### src/inc/rf_status_pkg.sv
// Purpose: Shared constants and carrier types for the reader status/framing register bank
// Assumes: 8-bit register data, byte addresses as printed
// Notes: Error flag register offset is not printed; one is chosen here
package rf_status_pkg;

    // ************************************************************
    // Register offsets
    // ************************************************************
    localparam logic [7:0] ERROR_FLAGS_ADDR = 8'h0A;
    localparam logic [7:0] FIRST_COLLISION_POSITION_ADDR = 8'h0B;
    localparam logic [7:0] TIMER_COUNT_READBACK_ADDR = 8'h0C;
    localparam logic [7:0] CRC_RESULT_LOW_BYTE_ADDR = 8'h0D;
    localparam logic [7:0] CRC_RESULT_HIGH_BYTE_ADDR = 8'h0E;
    localparam logic [7:0] BIT_FRAMING_CONTROL_ADDR = 8'h0F;

    // ************************************************************
    // Field positions and reset values
    // ************************************************************
    localparam int EEPROM_ACCESS_ERROR_BIT = 5;
    localparam int FIFO_OVERFLOW_BIT = 4;
    localparam int CRC_ERROR_BIT = 3;
    localparam int START_OF_FRAME_ERROR_BIT = 2;
    localparam int PARITY_ERROR_BIT = 1;
    localparam int BIT_COLLISION_BIT = 0;
    localparam int RX_ALIGN_LSB = 4;
    localparam int TX_LAST_LSB = 0;
    localparam logic [7:0] FIRST_COLLISION_RESET = 8'h00;
    localparam logic [7:0] BIT_FRAMING_RESET = 8'h00;
    localparam logic [5:0] ERROR_FLAGS_RESET = 6'h00;
    localparam logic [7:0] BIT_FRAMING_WRITE_MASK = 8'h77;

    // Error events from the receiver, FIFO, EEPROM and CRC units
    typedef struct packed {
        logic eeprom_violation;
        logic eeprom_cmd_start;
        logic fifo_write_full;
        logic crc_fail;
        logic sof_bad;
        logic parity_fail;
        logic collision;
    } err_events_t;

    // Collision report from the receiver
    typedef struct packed {
        logic valid;
        logic [7:0] position;
    } coll_report_t;

    // Host register access
    typedef struct packed {
        logic wr;
        logic rd;
        logic [7:0] addr;
        logic [7:0] wdata;
    } reg_req_t;

endpackage

### src/rf_error_framing_status.sv
// Purpose: Error flags, collision position, timer/CRC readback and bit framing registers
// Assumes: Single clock; event inputs are one-cycle pulses from same-domain units
// Notes: Read data is registered; one cycle after req_in.rd the value shows on rdata_out

// ************************************************************
// Register bank
// ************************************************************
// Function
// - Set EEPROM access error on rights violation
// - Clear EEPROM access error at EEPROM command start
// - Set FIFO overflow on write while full
// - Set CRC error when enabled check fails
// - Set framing error on bad start-of-frame
// - Set parity error on parity failure
// - Set collision error on bit collision
// - Clear receive error flags in prepare state
// - Record first collision position, 00h start bit
// - No collision position under 14443 B
// - Timer readback returns current 8-bit count
// - Expose CRC low/high bytes, valid when done
// - Receive alignment selects first stored bit position
// - Clear receive alignment after reception completes
// - Transmit last-bits count, zero means eight
// - Clear last-bits field after transmission
// - Collision position read-only, resets 00h
// - Bit framing resets 00h, bits 7,3 reserved
module rf_error_framing_status
    import rf_status_pkg::*;
(
    input wire logic clk_in,
    input wire logic rstn_in,
    input wire reg_req_t req_in,
    input wire err_events_t events_in,
    input wire logic receive_crc_check_enable_in,
    input wire logic receiver_prepare_state_in,
    input wire logic protocol_14443b_in,
    input wire coll_report_t coll_in,
    input wire logic rx_done_in,
    input wire logic tx_done_in,
    input wire logic [7:0] timer_count_in,
    input wire logic [15:0] crc_result_in,
    input wire logic crc_done_flag_in,
    output logic [7:0] rdata_out,
    output logic [2:0] receive_bit_alignment_out,
    output logic [2:0] transmit_final_byte_bits_out,
    output logic [5:0] error_flags_out
);

    logic [5:0] error_flags_ff;
    logic [7:0] first_collision_position_ff;
    logic coll_seen_ff;
    logic [7:0] bit_framing_ff;
    logic [7:0] rdata_ff;
    logic [7:0] nxt_rdata;
    logic framing_wr;

    // Sticky flag: set wins over clear so no event is lost
    function automatic logic sticky(input logic cur, input logic set, input logic clr);
        sticky = set | (cur & ~clr);
    endfunction

    assign framing_wr = req_in.wr && (req_in.addr == BIT_FRAMING_CONTROL_ADDR);

    // ************************************************************
    // Error flags
    // ************************************************************
    always_ff @(posedge clk_in or negedge rstn_in) begin
        if (!rstn_in) begin
            error_flags_ff <= ERROR_FLAGS_RESET;
        end else begin
            error_flags_ff[EEPROM_ACCESS_ERROR_BIT] <= sticky(error_flags_ff[EEPROM_ACCESS_ERROR_BIT],
                events_in.eeprom_violation, events_in.eeprom_cmd_start);
            // Nothing in this bank clears overflow; FIFO flush lives elsewhere
            error_flags_ff[FIFO_OVERFLOW_BIT] <= sticky(error_flags_ff[FIFO_OVERFLOW_BIT],
                events_in.fifo_write_full, 1'b0);
            error_flags_ff[CRC_ERROR_BIT] <= sticky(error_flags_ff[CRC_ERROR_BIT],
                events_in.crc_fail & receive_crc_check_enable_in, receiver_prepare_state_in);
            error_flags_ff[START_OF_FRAME_ERROR_BIT] <= sticky(error_flags_ff[START_OF_FRAME_ERROR_BIT],
                events_in.sof_bad, receiver_prepare_state_in);
            error_flags_ff[PARITY_ERROR_BIT] <= sticky(error_flags_ff[PARITY_ERROR_BIT],
                events_in.parity_fail, receiver_prepare_state_in);
            error_flags_ff[BIT_COLLISION_BIT] <= sticky(error_flags_ff[BIT_COLLISION_BIT],
                events_in.collision, receiver_prepare_state_in);
        end
    end

    // ************************************************************
    // First collision position
    // ************************************************************
    // Only the first report per frame is kept; prepare state rearms
    always_ff @(posedge clk_in or negedge rstn_in) begin
        if (!rstn_in) begin
            first_collision_position_ff <= FIRST_COLLISION_RESET;
            coll_seen_ff <= 1'b0;
        end else if (receiver_prepare_state_in) begin
            coll_seen_ff <= 1'b0;
        end else if (coll_in.valid && !coll_seen_ff && !protocol_14443b_in) begin
            first_collision_position_ff <= coll_in.position;
            coll_seen_ff <= 1'b1;
        end
    end

    // ************************************************************
    // Bit framing control
    // ************************************************************
    // Auto clears take priority over a host write in the same cycle
    always_ff @(posedge clk_in or negedge rstn_in) begin
        if (!rstn_in) begin
            bit_framing_ff <= BIT_FRAMING_RESET;
        end else begin
            if (framing_wr) begin
                bit_framing_ff <= req_in.wdata & BIT_FRAMING_WRITE_MASK;
            end
            if (rx_done_in) begin
                bit_framing_ff[RX_ALIGN_LSB +: 3] <= 3'h0;
            end
            if (tx_done_in) begin
                bit_framing_ff[TX_LAST_LSB +: 3] <= 3'h0;
            end
        end
    end

    // Alignment and last-bits count steer receiver and transmitter
    assign receive_bit_alignment_out = bit_framing_ff[RX_ALIGN_LSB +: 3];
    assign transmit_final_byte_bits_out = bit_framing_ff[TX_LAST_LSB +: 3];
    assign error_flags_out = error_flags_ff;

    // ************************************************************
    // Read path
    // ************************************************************
    // Unmapped addresses read zero
    always_comb begin
        nxt_rdata = 8'h00;
        unique case (req_in.addr)
            ERROR_FLAGS_ADDR: nxt_rdata = {2'h0, error_flags_ff};
            FIRST_COLLISION_POSITION_ADDR: nxt_rdata = first_collision_position_ff;
            TIMER_COUNT_READBACK_ADDR: nxt_rdata = timer_count_in;
            CRC_RESULT_LOW_BYTE_ADDR: nxt_rdata = crc_result_in[7:0];
            CRC_RESULT_HIGH_BYTE_ADDR: nxt_rdata = crc_result_in[15:8];
            BIT_FRAMING_CONTROL_ADDR: nxt_rdata = bit_framing_ff & BIT_FRAMING_WRITE_MASK;
            default: nxt_rdata = 8'h00;
        endcase
    end

    always_ff @(posedge clk_in or negedge rstn_in) begin
        if (!rstn_in) begin
            rdata_ff <= 8'h00;
        end else if (req_in.rd) begin
            rdata_ff <= nxt_rdata;
        end
    end

    assign rdata_out = rdata_ff;

    // ************************************************************
    // Assertions
    // ************************************************************
    a_eeprom_err_set: assert property (@(posedge clk_in) disable iff (!rstn_in)
        events_in.eeprom_violation |=> error_flags_out[EEPROM_ACCESS_ERROR_BIT])
        else $error("eeprom error not set");
    a_eeprom_err_clr: assert property (@(posedge clk_in) disable iff (!rstn_in)
        (events_in.eeprom_cmd_start && !events_in.eeprom_violation) |=> !error_flags_out[EEPROM_ACCESS_ERROR_BIT])
        else $error("eeprom error not cleared");
    a_fifo_ovfl_sticky: assert property (@(posedge clk_in) disable iff (!rstn_in)
        events_in.fifo_write_full |=> error_flags_out[FIFO_OVERFLOW_BIT] [*2])
        else $error("overflow flag not sticky");
    a_crc_err_gate: assert property (@(posedge clk_in) disable iff (!rstn_in)
        (!error_flags_out[CRC_ERROR_BIT] && events_in.crc_fail && !receive_crc_check_enable_in)
        |=> !error_flags_out[CRC_ERROR_BIT])
        else $error("crc error set while check disabled");
    a_sof_err_set: assert property (@(posedge clk_in) disable iff (!rstn_in)
        events_in.sof_bad |=> error_flags_out[START_OF_FRAME_ERROR_BIT])
        else $error("framing error not set");
    a_rx_flags_prep: assert property (@(posedge clk_in) disable iff (!rstn_in)
        (receiver_prepare_state_in && !events_in.parity_fail && !events_in.collision)
        |=> !error_flags_out[PARITY_ERROR_BIT] && !error_flags_out[BIT_COLLISION_BIT])
        else $error("receive flags not cleared in prepare");
    a_coll_pos_b: assert property (@(posedge clk_in) disable iff (!rstn_in)
        protocol_14443b_in |=> $stable(first_collision_position_ff))
        else $error("collision position changed under type B");
    a_align_clear: assert property (@(posedge clk_in) disable iff (!rstn_in)
        rx_done_in |=> receive_bit_alignment_out == 3'h0)
        else $error("alignment not cleared");
    a_last_clear: assert property (@(posedge clk_in) disable iff (!rstn_in)
        tx_done_in |=> transmit_final_byte_bits_out == 3'h0)
        else $error("last bits not cleared");
    a_reserved_zero: assert property (@(posedge clk_in) disable iff (!rstn_in)
        req_in.rd && req_in.addr == BIT_FRAMING_CONTROL_ADDR |=> rdata_out[7] == 1'b0 && rdata_out[3] == 1'b0)
        else $error("reserved framing bits not zero");

    // ************************************************************
    // Error flag set and hold checks
    // ************************************************************

    // Parity failure must show one cycle later
    a_parity_err_set: assert property (@(posedge clk_in) disable iff (!rstn_in)
        events_in.parity_fail |=> error_flags_out[PARITY_ERROR_BIT])
        else $error("parity error not set");

    // Collision event must show one cycle later
    a_coll_err_set: assert property (@(posedge clk_in) disable iff (!rstn_in)
        events_in.collision |=> error_flags_out[BIT_COLLISION_BIT])
        else $error("collision error not set");

    // Enabled CRC failure must show one cycle later
    a_crc_err_set: assert property (@(posedge clk_in) disable iff (!rstn_in)
        (events_in.crc_fail && receive_crc_check_enable_in) |=> error_flags_out[CRC_ERROR_BIT])
        else $error("crc error not set");

    // Prepare state also clears the CRC and start-of-frame flags
    a_crc_sof_prep: assert property (@(posedge clk_in) disable iff (!rstn_in)
        (receiver_prepare_state_in && !events_in.crc_fail && !events_in.sof_bad)
        |=> !error_flags_out[CRC_ERROR_BIT] && !error_flags_out[START_OF_FRAME_ERROR_BIT])
        else $error("crc or framing flag not cleared in prepare");

    // Access error stays until an EEPROM command starts
    a_eeprom_hold: assert property (@(posedge clk_in) disable iff (!rstn_in)
        (error_flags_out[EEPROM_ACCESS_ERROR_BIT] && !events_in.eeprom_cmd_start)
        |=> error_flags_out[EEPROM_ACCESS_ERROR_BIT])
        else $error("eeprom error dropped early");

    // Overflow has no clear inside this bank
    a_fifo_hold: assert property (@(posedge clk_in) disable iff (!rstn_in)
        error_flags_out[FIFO_OVERFLOW_BIT] |=> error_flags_out[FIFO_OVERFLOW_BIT])
        else $error("overflow flag dropped");

    // Receive flags stay until the next prepare state
    a_crc_hold: assert property (@(posedge clk_in) disable iff (!rstn_in)
        (error_flags_out[CRC_ERROR_BIT] && !receiver_prepare_state_in) |=> error_flags_out[CRC_ERROR_BIT])
        else $error("crc error dropped early");

    // Start-of-frame flag held outside prepare
    a_sof_hold: assert property (@(posedge clk_in) disable iff (!rstn_in)
        (error_flags_out[START_OF_FRAME_ERROR_BIT] && !receiver_prepare_state_in)
        |=> error_flags_out[START_OF_FRAME_ERROR_BIT])
        else $error("framing error dropped early");

    // Parity flag held outside prepare
    a_parity_hold: assert property (@(posedge clk_in) disable iff (!rstn_in)
        (error_flags_out[PARITY_ERROR_BIT] && !receiver_prepare_state_in) |=> error_flags_out[PARITY_ERROR_BIT])
        else $error("parity error dropped early");

    // Collision flag held outside prepare
    a_coll_hold: assert property (@(posedge clk_in) disable iff (!rstn_in)
        (error_flags_out[BIT_COLLISION_BIT] && !receiver_prepare_state_in)
        |=> error_flags_out[BIT_COLLISION_BIT])
        else $error("collision error dropped early");

    // ************************************************************
    // Collision position checks
    // ************************************************************

    // First report of a type A frame is taken as it stands
    a_coll_pos_take: assert property (@(posedge clk_in) disable iff (!rstn_in)
        (coll_in.valid && !coll_seen_ff && !protocol_14443b_in && !receiver_prepare_state_in)
        |=> first_collision_position_ff == $past(coll_in.position))
        else $error("collision position not captured");

    // Later reports in the same frame must not overwrite
    a_coll_pos_first: assert property (@(posedge clk_in) disable iff (!rstn_in)
        (coll_seen_ff && !receiver_prepare_state_in) |=> $stable(first_collision_position_ff))
        else $error("collision position overwritten");

    // Prepare state rearms capture for the next frame
    a_coll_pos_rearm: assert property (@(posedge clk_in) disable iff (!rstn_in)
        receiver_prepare_state_in |=> !coll_seen_ff)
        else $error("collision capture not rearmed");

    // Host writes cannot reach the position register
    a_coll_pos_ro: assert property (@(posedge clk_in) disable iff (!rstn_in)
        (req_in.wr && req_in.addr == FIRST_COLLISION_POSITION_ADDR && !coll_in.valid)
        |=> $stable(first_collision_position_ff))
        else $error("collision position written by host");

    // ************************************************************
    // Read path checks
    // ************************************************************

    // Position read returns the stored value
    a_coll_pos_read: assert property (@(posedge clk_in) disable iff (!rstn_in)
        (req_in.rd && req_in.addr == FIRST_COLLISION_POSITION_ADDR)
        |=> rdata_out == $past(first_collision_position_ff))
        else $error("collision position read mismatch");

    // Timer read is a live sample at the read edge
    a_timer_read: assert property (@(posedge clk_in) disable iff (!rstn_in)
        (req_in.rd && req_in.addr == TIMER_COUNT_READBACK_ADDR) |=> rdata_out == $past(timer_count_in))
        else $error("timer read mismatch");

    // CRC low byte read
    a_crc_low_read: assert property (@(posedge clk_in) disable iff (!rstn_in)
        (req_in.rd && req_in.addr == CRC_RESULT_LOW_BYTE_ADDR) |=> rdata_out == $past(crc_result_in[7:0]))
        else $error("crc low byte read mismatch");

    // CRC high byte read; host alone decides if it is meaningful
    a_crc_high_read: assert property (@(posedge clk_in) disable iff (!rstn_in)
        (req_in.rd && req_in.addr == CRC_RESULT_HIGH_BYTE_ADDR) |=> rdata_out == $past(crc_result_in[15:8]))
        else $error("crc high byte read mismatch");

    // Flag read has its two unused top bits at zero
    a_flags_read: assert property (@(posedge clk_in) disable iff (!rstn_in)
        (req_in.rd && req_in.addr == ERROR_FLAGS_ADDR) |=> rdata_out == {2'h0, $past(error_flags_ff)})
        else $error("error flags read mismatch");

    // Framing read shows only the writable fields
    a_framing_read: assert property (@(posedge clk_in) disable iff (!rstn_in)
        (req_in.rd && req_in.addr == BIT_FRAMING_CONTROL_ADDR)
        |=> rdata_out == ($past(bit_framing_ff) & BIT_FRAMING_WRITE_MASK))
        else $error("framing read mismatch");

    // Addresses outside the bank read zero
    a_unmapped_read: assert property (@(posedge clk_in) disable iff (!rstn_in)
        (req_in.rd && (req_in.addr < ERROR_FLAGS_ADDR || req_in.addr > BIT_FRAMING_CONTROL_ADDR))
        |=> rdata_out == 8'h00)
        else $error("unmapped read not zero");

    // Read data stands until the next read strobe
    a_rdata_hold: assert property (@(posedge clk_in) disable iff (!rstn_in)
        !req_in.rd |=> $stable(rdata_out))
        else $error("read data changed without read");

    // ************************************************************
    // Bit framing checks
    // ************************************************************

    // Written alignment reaches the receiver unless cleared that cycle
    a_align_write: assert property (@(posedge clk_in) disable iff (!rstn_in)
        (framing_wr && !rx_done_in) |=> receive_bit_alignment_out == $past(req_in.wdata[RX_ALIGN_LSB +: 3]))
        else $error("alignment write lost");

    // Written last-bits count reaches the transmitter
    a_last_write: assert property (@(posedge clk_in) disable iff (!rstn_in)
        (framing_wr && !tx_done_in)
        |=> transmit_final_byte_bits_out == $past(req_in.wdata[TX_LAST_LSB +: 3]))
        else $error("last bits write lost");

    // Reserved bits can never be stored
    a_framing_resv: assert property (@(posedge clk_in) disable iff (!rstn_in)
        !bit_framing_ff[7] && !bit_framing_ff[3])
        else $error("reserved framing bit stored");

    // Without write or done pulse the register keeps its value
    a_framing_hold: assert property (@(posedge clk_in) disable iff (!rstn_in)
        (!framing_wr && !rx_done_in && !tx_done_in) |=> $stable(bit_framing_ff))
        else $error("framing register changed unasked");

endmodule

### config.mk
export PLATFORM = sky130hd
export DESIGN_NAME = rf_error_framing_status
export DESIGN_NICKNAME = d
export VERILOG_FILES = /design/src/inc/rf_status_pkg.sv /design/src/rf_error_framing_status.sv
export SDC_FILE = /design/constraint.sdc
export NUM_CORES = 1
export LEC_CHECK = 0
export BUFFER_PORTS_ARGS = -buffer_cell sky130_fd_sc_hd__buf_2
export CORE_AREA = 2 2 80 82
export CTS_BUF_LIST = sky130_fd_sc_hd__clkbuf_4
export DETAILED_ROUTE_END_ITERATION = 7
export DIE_AREA = 0 0 82 84
export PLACE_DENSITY = 0.63
export SLEW_MARGIN = 20
export SYNTH_ARGS = -nofsm -noshare
export SYNTH_HDL_FRONTEND = slang
export SYNTH_SLANG_ARGS = --single-unit
### constraint.sdc
create_clock -name clk_in -period 1.9 [get_ports clk_in]
set_input_delay 0.38 -clock clk_in [delete_from_list [all_inputs] [get_ports clk_in]]
set_output_delay 0.38 -clock clk_in [all_outputs]
set_load 0.05 [all_outputs]
==> insert_results.sql <==
INSERT INTO impl_metrics (metric_group, metric, value, unit) VALUES
('run_status', 'run_status', 'complete, no violations', ''),
('yosys', 'yosys.area.top_type', 'sky130_fd_sc_hd__dfrtp_1', ''),
('placed_design', 'buffer_ports.inserted', '82', ''),
('grt', 'grt_start_max_net_pins', '30', ''),
('placed_design', 'routabilityCongestion', '0.739', ''),
('yosys', 'dominant_combinational_cell_family_by_area_after_synthesis', 'multiplexers', ''),
('clocking', 'clk_root_buffer_cell', 'sky130_fd_sc_hd__clkbuf_4', ''),
('detailed_routing', 'drtPass1Iterations', '4', ''),
('critical_path', 'timing.rr.end', 'first_collision_position_ff[1]', ''),
('critical_path', 'critPathKind', 'in2reg', ''),
('yosys', 'synth-edff-count', '0', ''),
('finish', 'ff_latch_area', '726', 'um2'),
('floorplanning', 'core_region_area', '0.00610', 'mm2'),
('yosys', 'synth_xor_xnor_area_share', '0', '%'),
('placed_design', 'dp_hpwl', '3360', 'um'),
('clocking', 'clk_transition_reported_paths', '0.09', 'ns'),
('yosys', 'post-synth-top-area-fraction', '47.3', '%'),
('flow_run', 'max_cap_viol_count', '0', ''),
('worst_hold_path', 'hold_class', 'in2async', ''),
('finish', 'total_nets_final', '298', ''),
('floorplanning', 'initial_standard_cell_utilization_of_the_core', '25.2', '%'),
('floorplanning', 'floorplan.rows', '29', ''),
('finish', 'post_route_cells_drive_above_1_share', '45.5', '%'),
('detailed_routing', 'routed_via_density', '4.55', ''),
('yosys', 'syn_area', '0.00153', 'mm2'),
('critical_path', 'slowest_stage', 'sky130_fd_sc_hd__or4b_1', ''),
('floorplanning', 'chipWidth', '82', 'um'),
('yosys', 'ys.warnings.count', '0', ''),
('timing', 'maxSlewViolCount', '0', ''),
('clocking', 'tritoncts_num_sinks', '29', ''),
('timing', 'final.setup.tns', '0', 'ns'),
('finish', 'antenna-diode-count', '0', ''),
('critical_path', 'timing.reg2reg.setup_slack', '0.58', 'ns'),
('timing', 'worst_pin_slew', '0.666', 'ns'),
('critical_path', 'worstPathRequired', '2.13', 'ns'),
('critical_path', 'worstSetupStartpoint', 'req_in[13]', ''),
('finish', 'layoutNonFillerInstCount', '310', ''),
('critical_path', 'reg2reg_launch_point', 'coll_seen_ff', ''),
('pwr', 'vdd_ir_drop_max', '264', 'uV'),
('timing', 'final-hold-violation-count', '0', ''),
('critical_path', 'path_buf_inv', '1', ''),
('grt', 'grt_usage', '12.6', '%'),
('placed_design', 'dp.cells', '302', ''),
('yosys', 'synth.area.mux_share', '18.9', '%'),
('timing', 'max_freq', '659', 'MHz'),
('grt', 'wire_length_of_the_first_global_routing_pass', '6500', 'um'),
('clocking', 'postCtsResizedCells', '0', ''),
('critical_path', 'cp_data_arrival_time', '1.75', 'ns'),
('grt', 'total_gr_overflow', '0', ''),
('critical_path', 'end_kind', 'register', ''),
('timing', 'rsz0062_at_grt', 'no', ''),
('yosys', 'post_synth_inst_count', '144', ''),
('floorplanning', 'num_io_pins', '86', ''),
('clocking', 'cts_tree', 'yes', ''),
('timing', 'post-route-period-util', '79.9', '%'),
('critical_path', 'cp_max_fo', '6', ''),
('detailed_routing', 'detail_route.drc_violations', '0', ''),
('clocking', 'postCtsHoldBufs', '0', ''),
('clocking', 'cts.path.max_buffers', '2', ''),
('yosys', 'synth_flop_cell', 'sky130_fd_sc_hd__dfrtp_1', ''),
('pwr', 'cellLeakagePower', '1.08', 'nW'),
('yosys', 'synth.ff_latch_count', '29', ''),
('finish', 'area_overhead_vs_synth', '37.9', '%'),
('pwr', 'power', '0.00131', 'W'),
('critical_path', 'timing.critical_path.from_type', 'input port', ''),
('pwr', 'cellPowerDensity', '617', 'mW/mm2'),
('yosys', 'post_synth_most_frequent_cells', '29 x sky130_fd_sc_hd__dfrtp_1, 20 x sky130_fd_sc_hd__mux2i_1, 14 x sky130_fd_sc_hd__inv_1', ''),
('detailed_routing', 'drt-wirelength-per-cell', '13.4', 'um'),
('detailed_routing', 'drt_first_iter_violations', '79', ''),
('detailed_routing', 'route.antenna.remaining_nets', '0', ''),
('yosys', 'syn_avg_cell_area', '10.7', 'um2');
-- metal layers --
layer  wire length [um]  track usage [%]
met4                 45             4.09
met1               1800             15.4
met5                  0                0
met2               1980             20.7
met3                344             3.90
-- metrics by stage --
step                      area (um2)  hold slack (ns)
after floorplan                 1530           0.0844
after global placement          2070            0.449
after detailed placement        2070            0.452
after CTS                       2120           0.0854
after global routing            2120            0.112
final                           2120           0.0858
-- how the worst max path moves through the flow --
| stage | cells after the start | endpoint | slack [ns] |
|---|---|---|---|
| 6_report | 5 | rdata_out[0] | 0.38 |
| 5_1_grt | 5 | rdata_out[1] | 0.34 |
| 4_1_cts | 5 | rdata_out[0] | 0.38 |
| 3_5_place_dp | 5 | rdata_out[0] | 0.03 |
| 3_3_place_gp | 5 | rdata_out[3] | 0.07 |
| 2_1_floorplan | 4 | bit_framing_ff[0] | 0.25 |
-- state kept, by name, indices dropped and copies added (netlist names) --
name,cells
first_collision_position_ff,8
rdata_out,8
bit_framing_ff,6
error_flags_out,6
coll_seen_ff,1
-- power by group --
group	switching, W	internal, W	leakage, nW
Combinational	0.000145	0.000126	0.681
Clock	0.000206	0.000133	0.0300
Sequential	0.0000276	0.000668	0.366
-- final cells by class --
cell class	count	share of cell area [%]
multi-input cells	95	34.5
inverters	14	2.48
repair buffers	87	21.8
clock buffers	5	1.77
clock inverters	3	0.591
well taps	77	4.55
flip-flops and latches	29	34.3
-- worst register-to-register path, stage by stage, from the launching register on --
cell                      delay [ns]
sky130_fd_sc_hd__dfrtp_1        0.40
sky130_fd_sc_hd__nor4b_2        0.24
sky130_fd_sc_hd__buf_4          0.23
sky130_fd_sc_hd__mux2_2         0.35
-- placed cells by master, fill, tap and decap left out --
cell,count
sky130_fd_sc_hd__buf_12,1
sky130_fd_sc_hd__mux2i_1,20
sky130_fd_sc_hd__or2_2,1
sky130_fd_sc_hd__o21ai_0,7
sky130_fd_sc_hd__nor2b_1,2
sky130_fd_sc_hd__mux2_2,8
sky130_fd_sc_hd__a21o_1,4
sky130_fd_sc_hd__o2111a_1,1
sky130_fd_sc_hd__nand3b_1,1
sky130_fd_sc_hd__nor3b_1,1
sky130_fd_sc_hd__clkinv_1,2
sky130_fd_sc_hd__a211oi_1,5
sky130_fd_sc_hd__nand3_1,2
sky130_fd_sc_hd__nor4b_2,1
sky130_fd_sc_hd__o221ai_1,6
sky130_fd_sc_hd__nor2_1,13
sky130_fd_sc_hd__clkbuf_4,5
sky130_fd_sc_hd__o2bb2ai_1,1
sky130_fd_sc_hd__buf_4,4
sky130_fd_sc_hd__clkinv_2,1
sky130_fd_sc_hd__or4b_1,1
sky130_fd_sc_hd__dfrtp_1,29
sky130_fd_sc_hd__a22oi_1,2
sky130_fd_sc_hd__a22o_1,1
sky130_fd_sc_hd__o22ai_1,1
sky130_fd_sc_hd__a21oi_1,6
sky130_fd_sc_hd__o22a_1,1
sky130_fd_sc_hd__nand2_1,6
sky130_fd_sc_hd__o21bai_1,1
sky130_fd_sc_hd__or4_4,1
sky130_fd_sc_hd__inv_1,14
sky130_fd_sc_hd__buf_2,82
sky130_fd_sc_hd__nor4_4,1
sky130_fd_sc_hd__nor3_4,1
-- kinds of logic after synthesis --
logic type,count (synthesis)
compound gates,36
simple gates,31
flops,29
mux,28
buf+inv,20
Note: power is estimated with default switching activity, not from simulation.
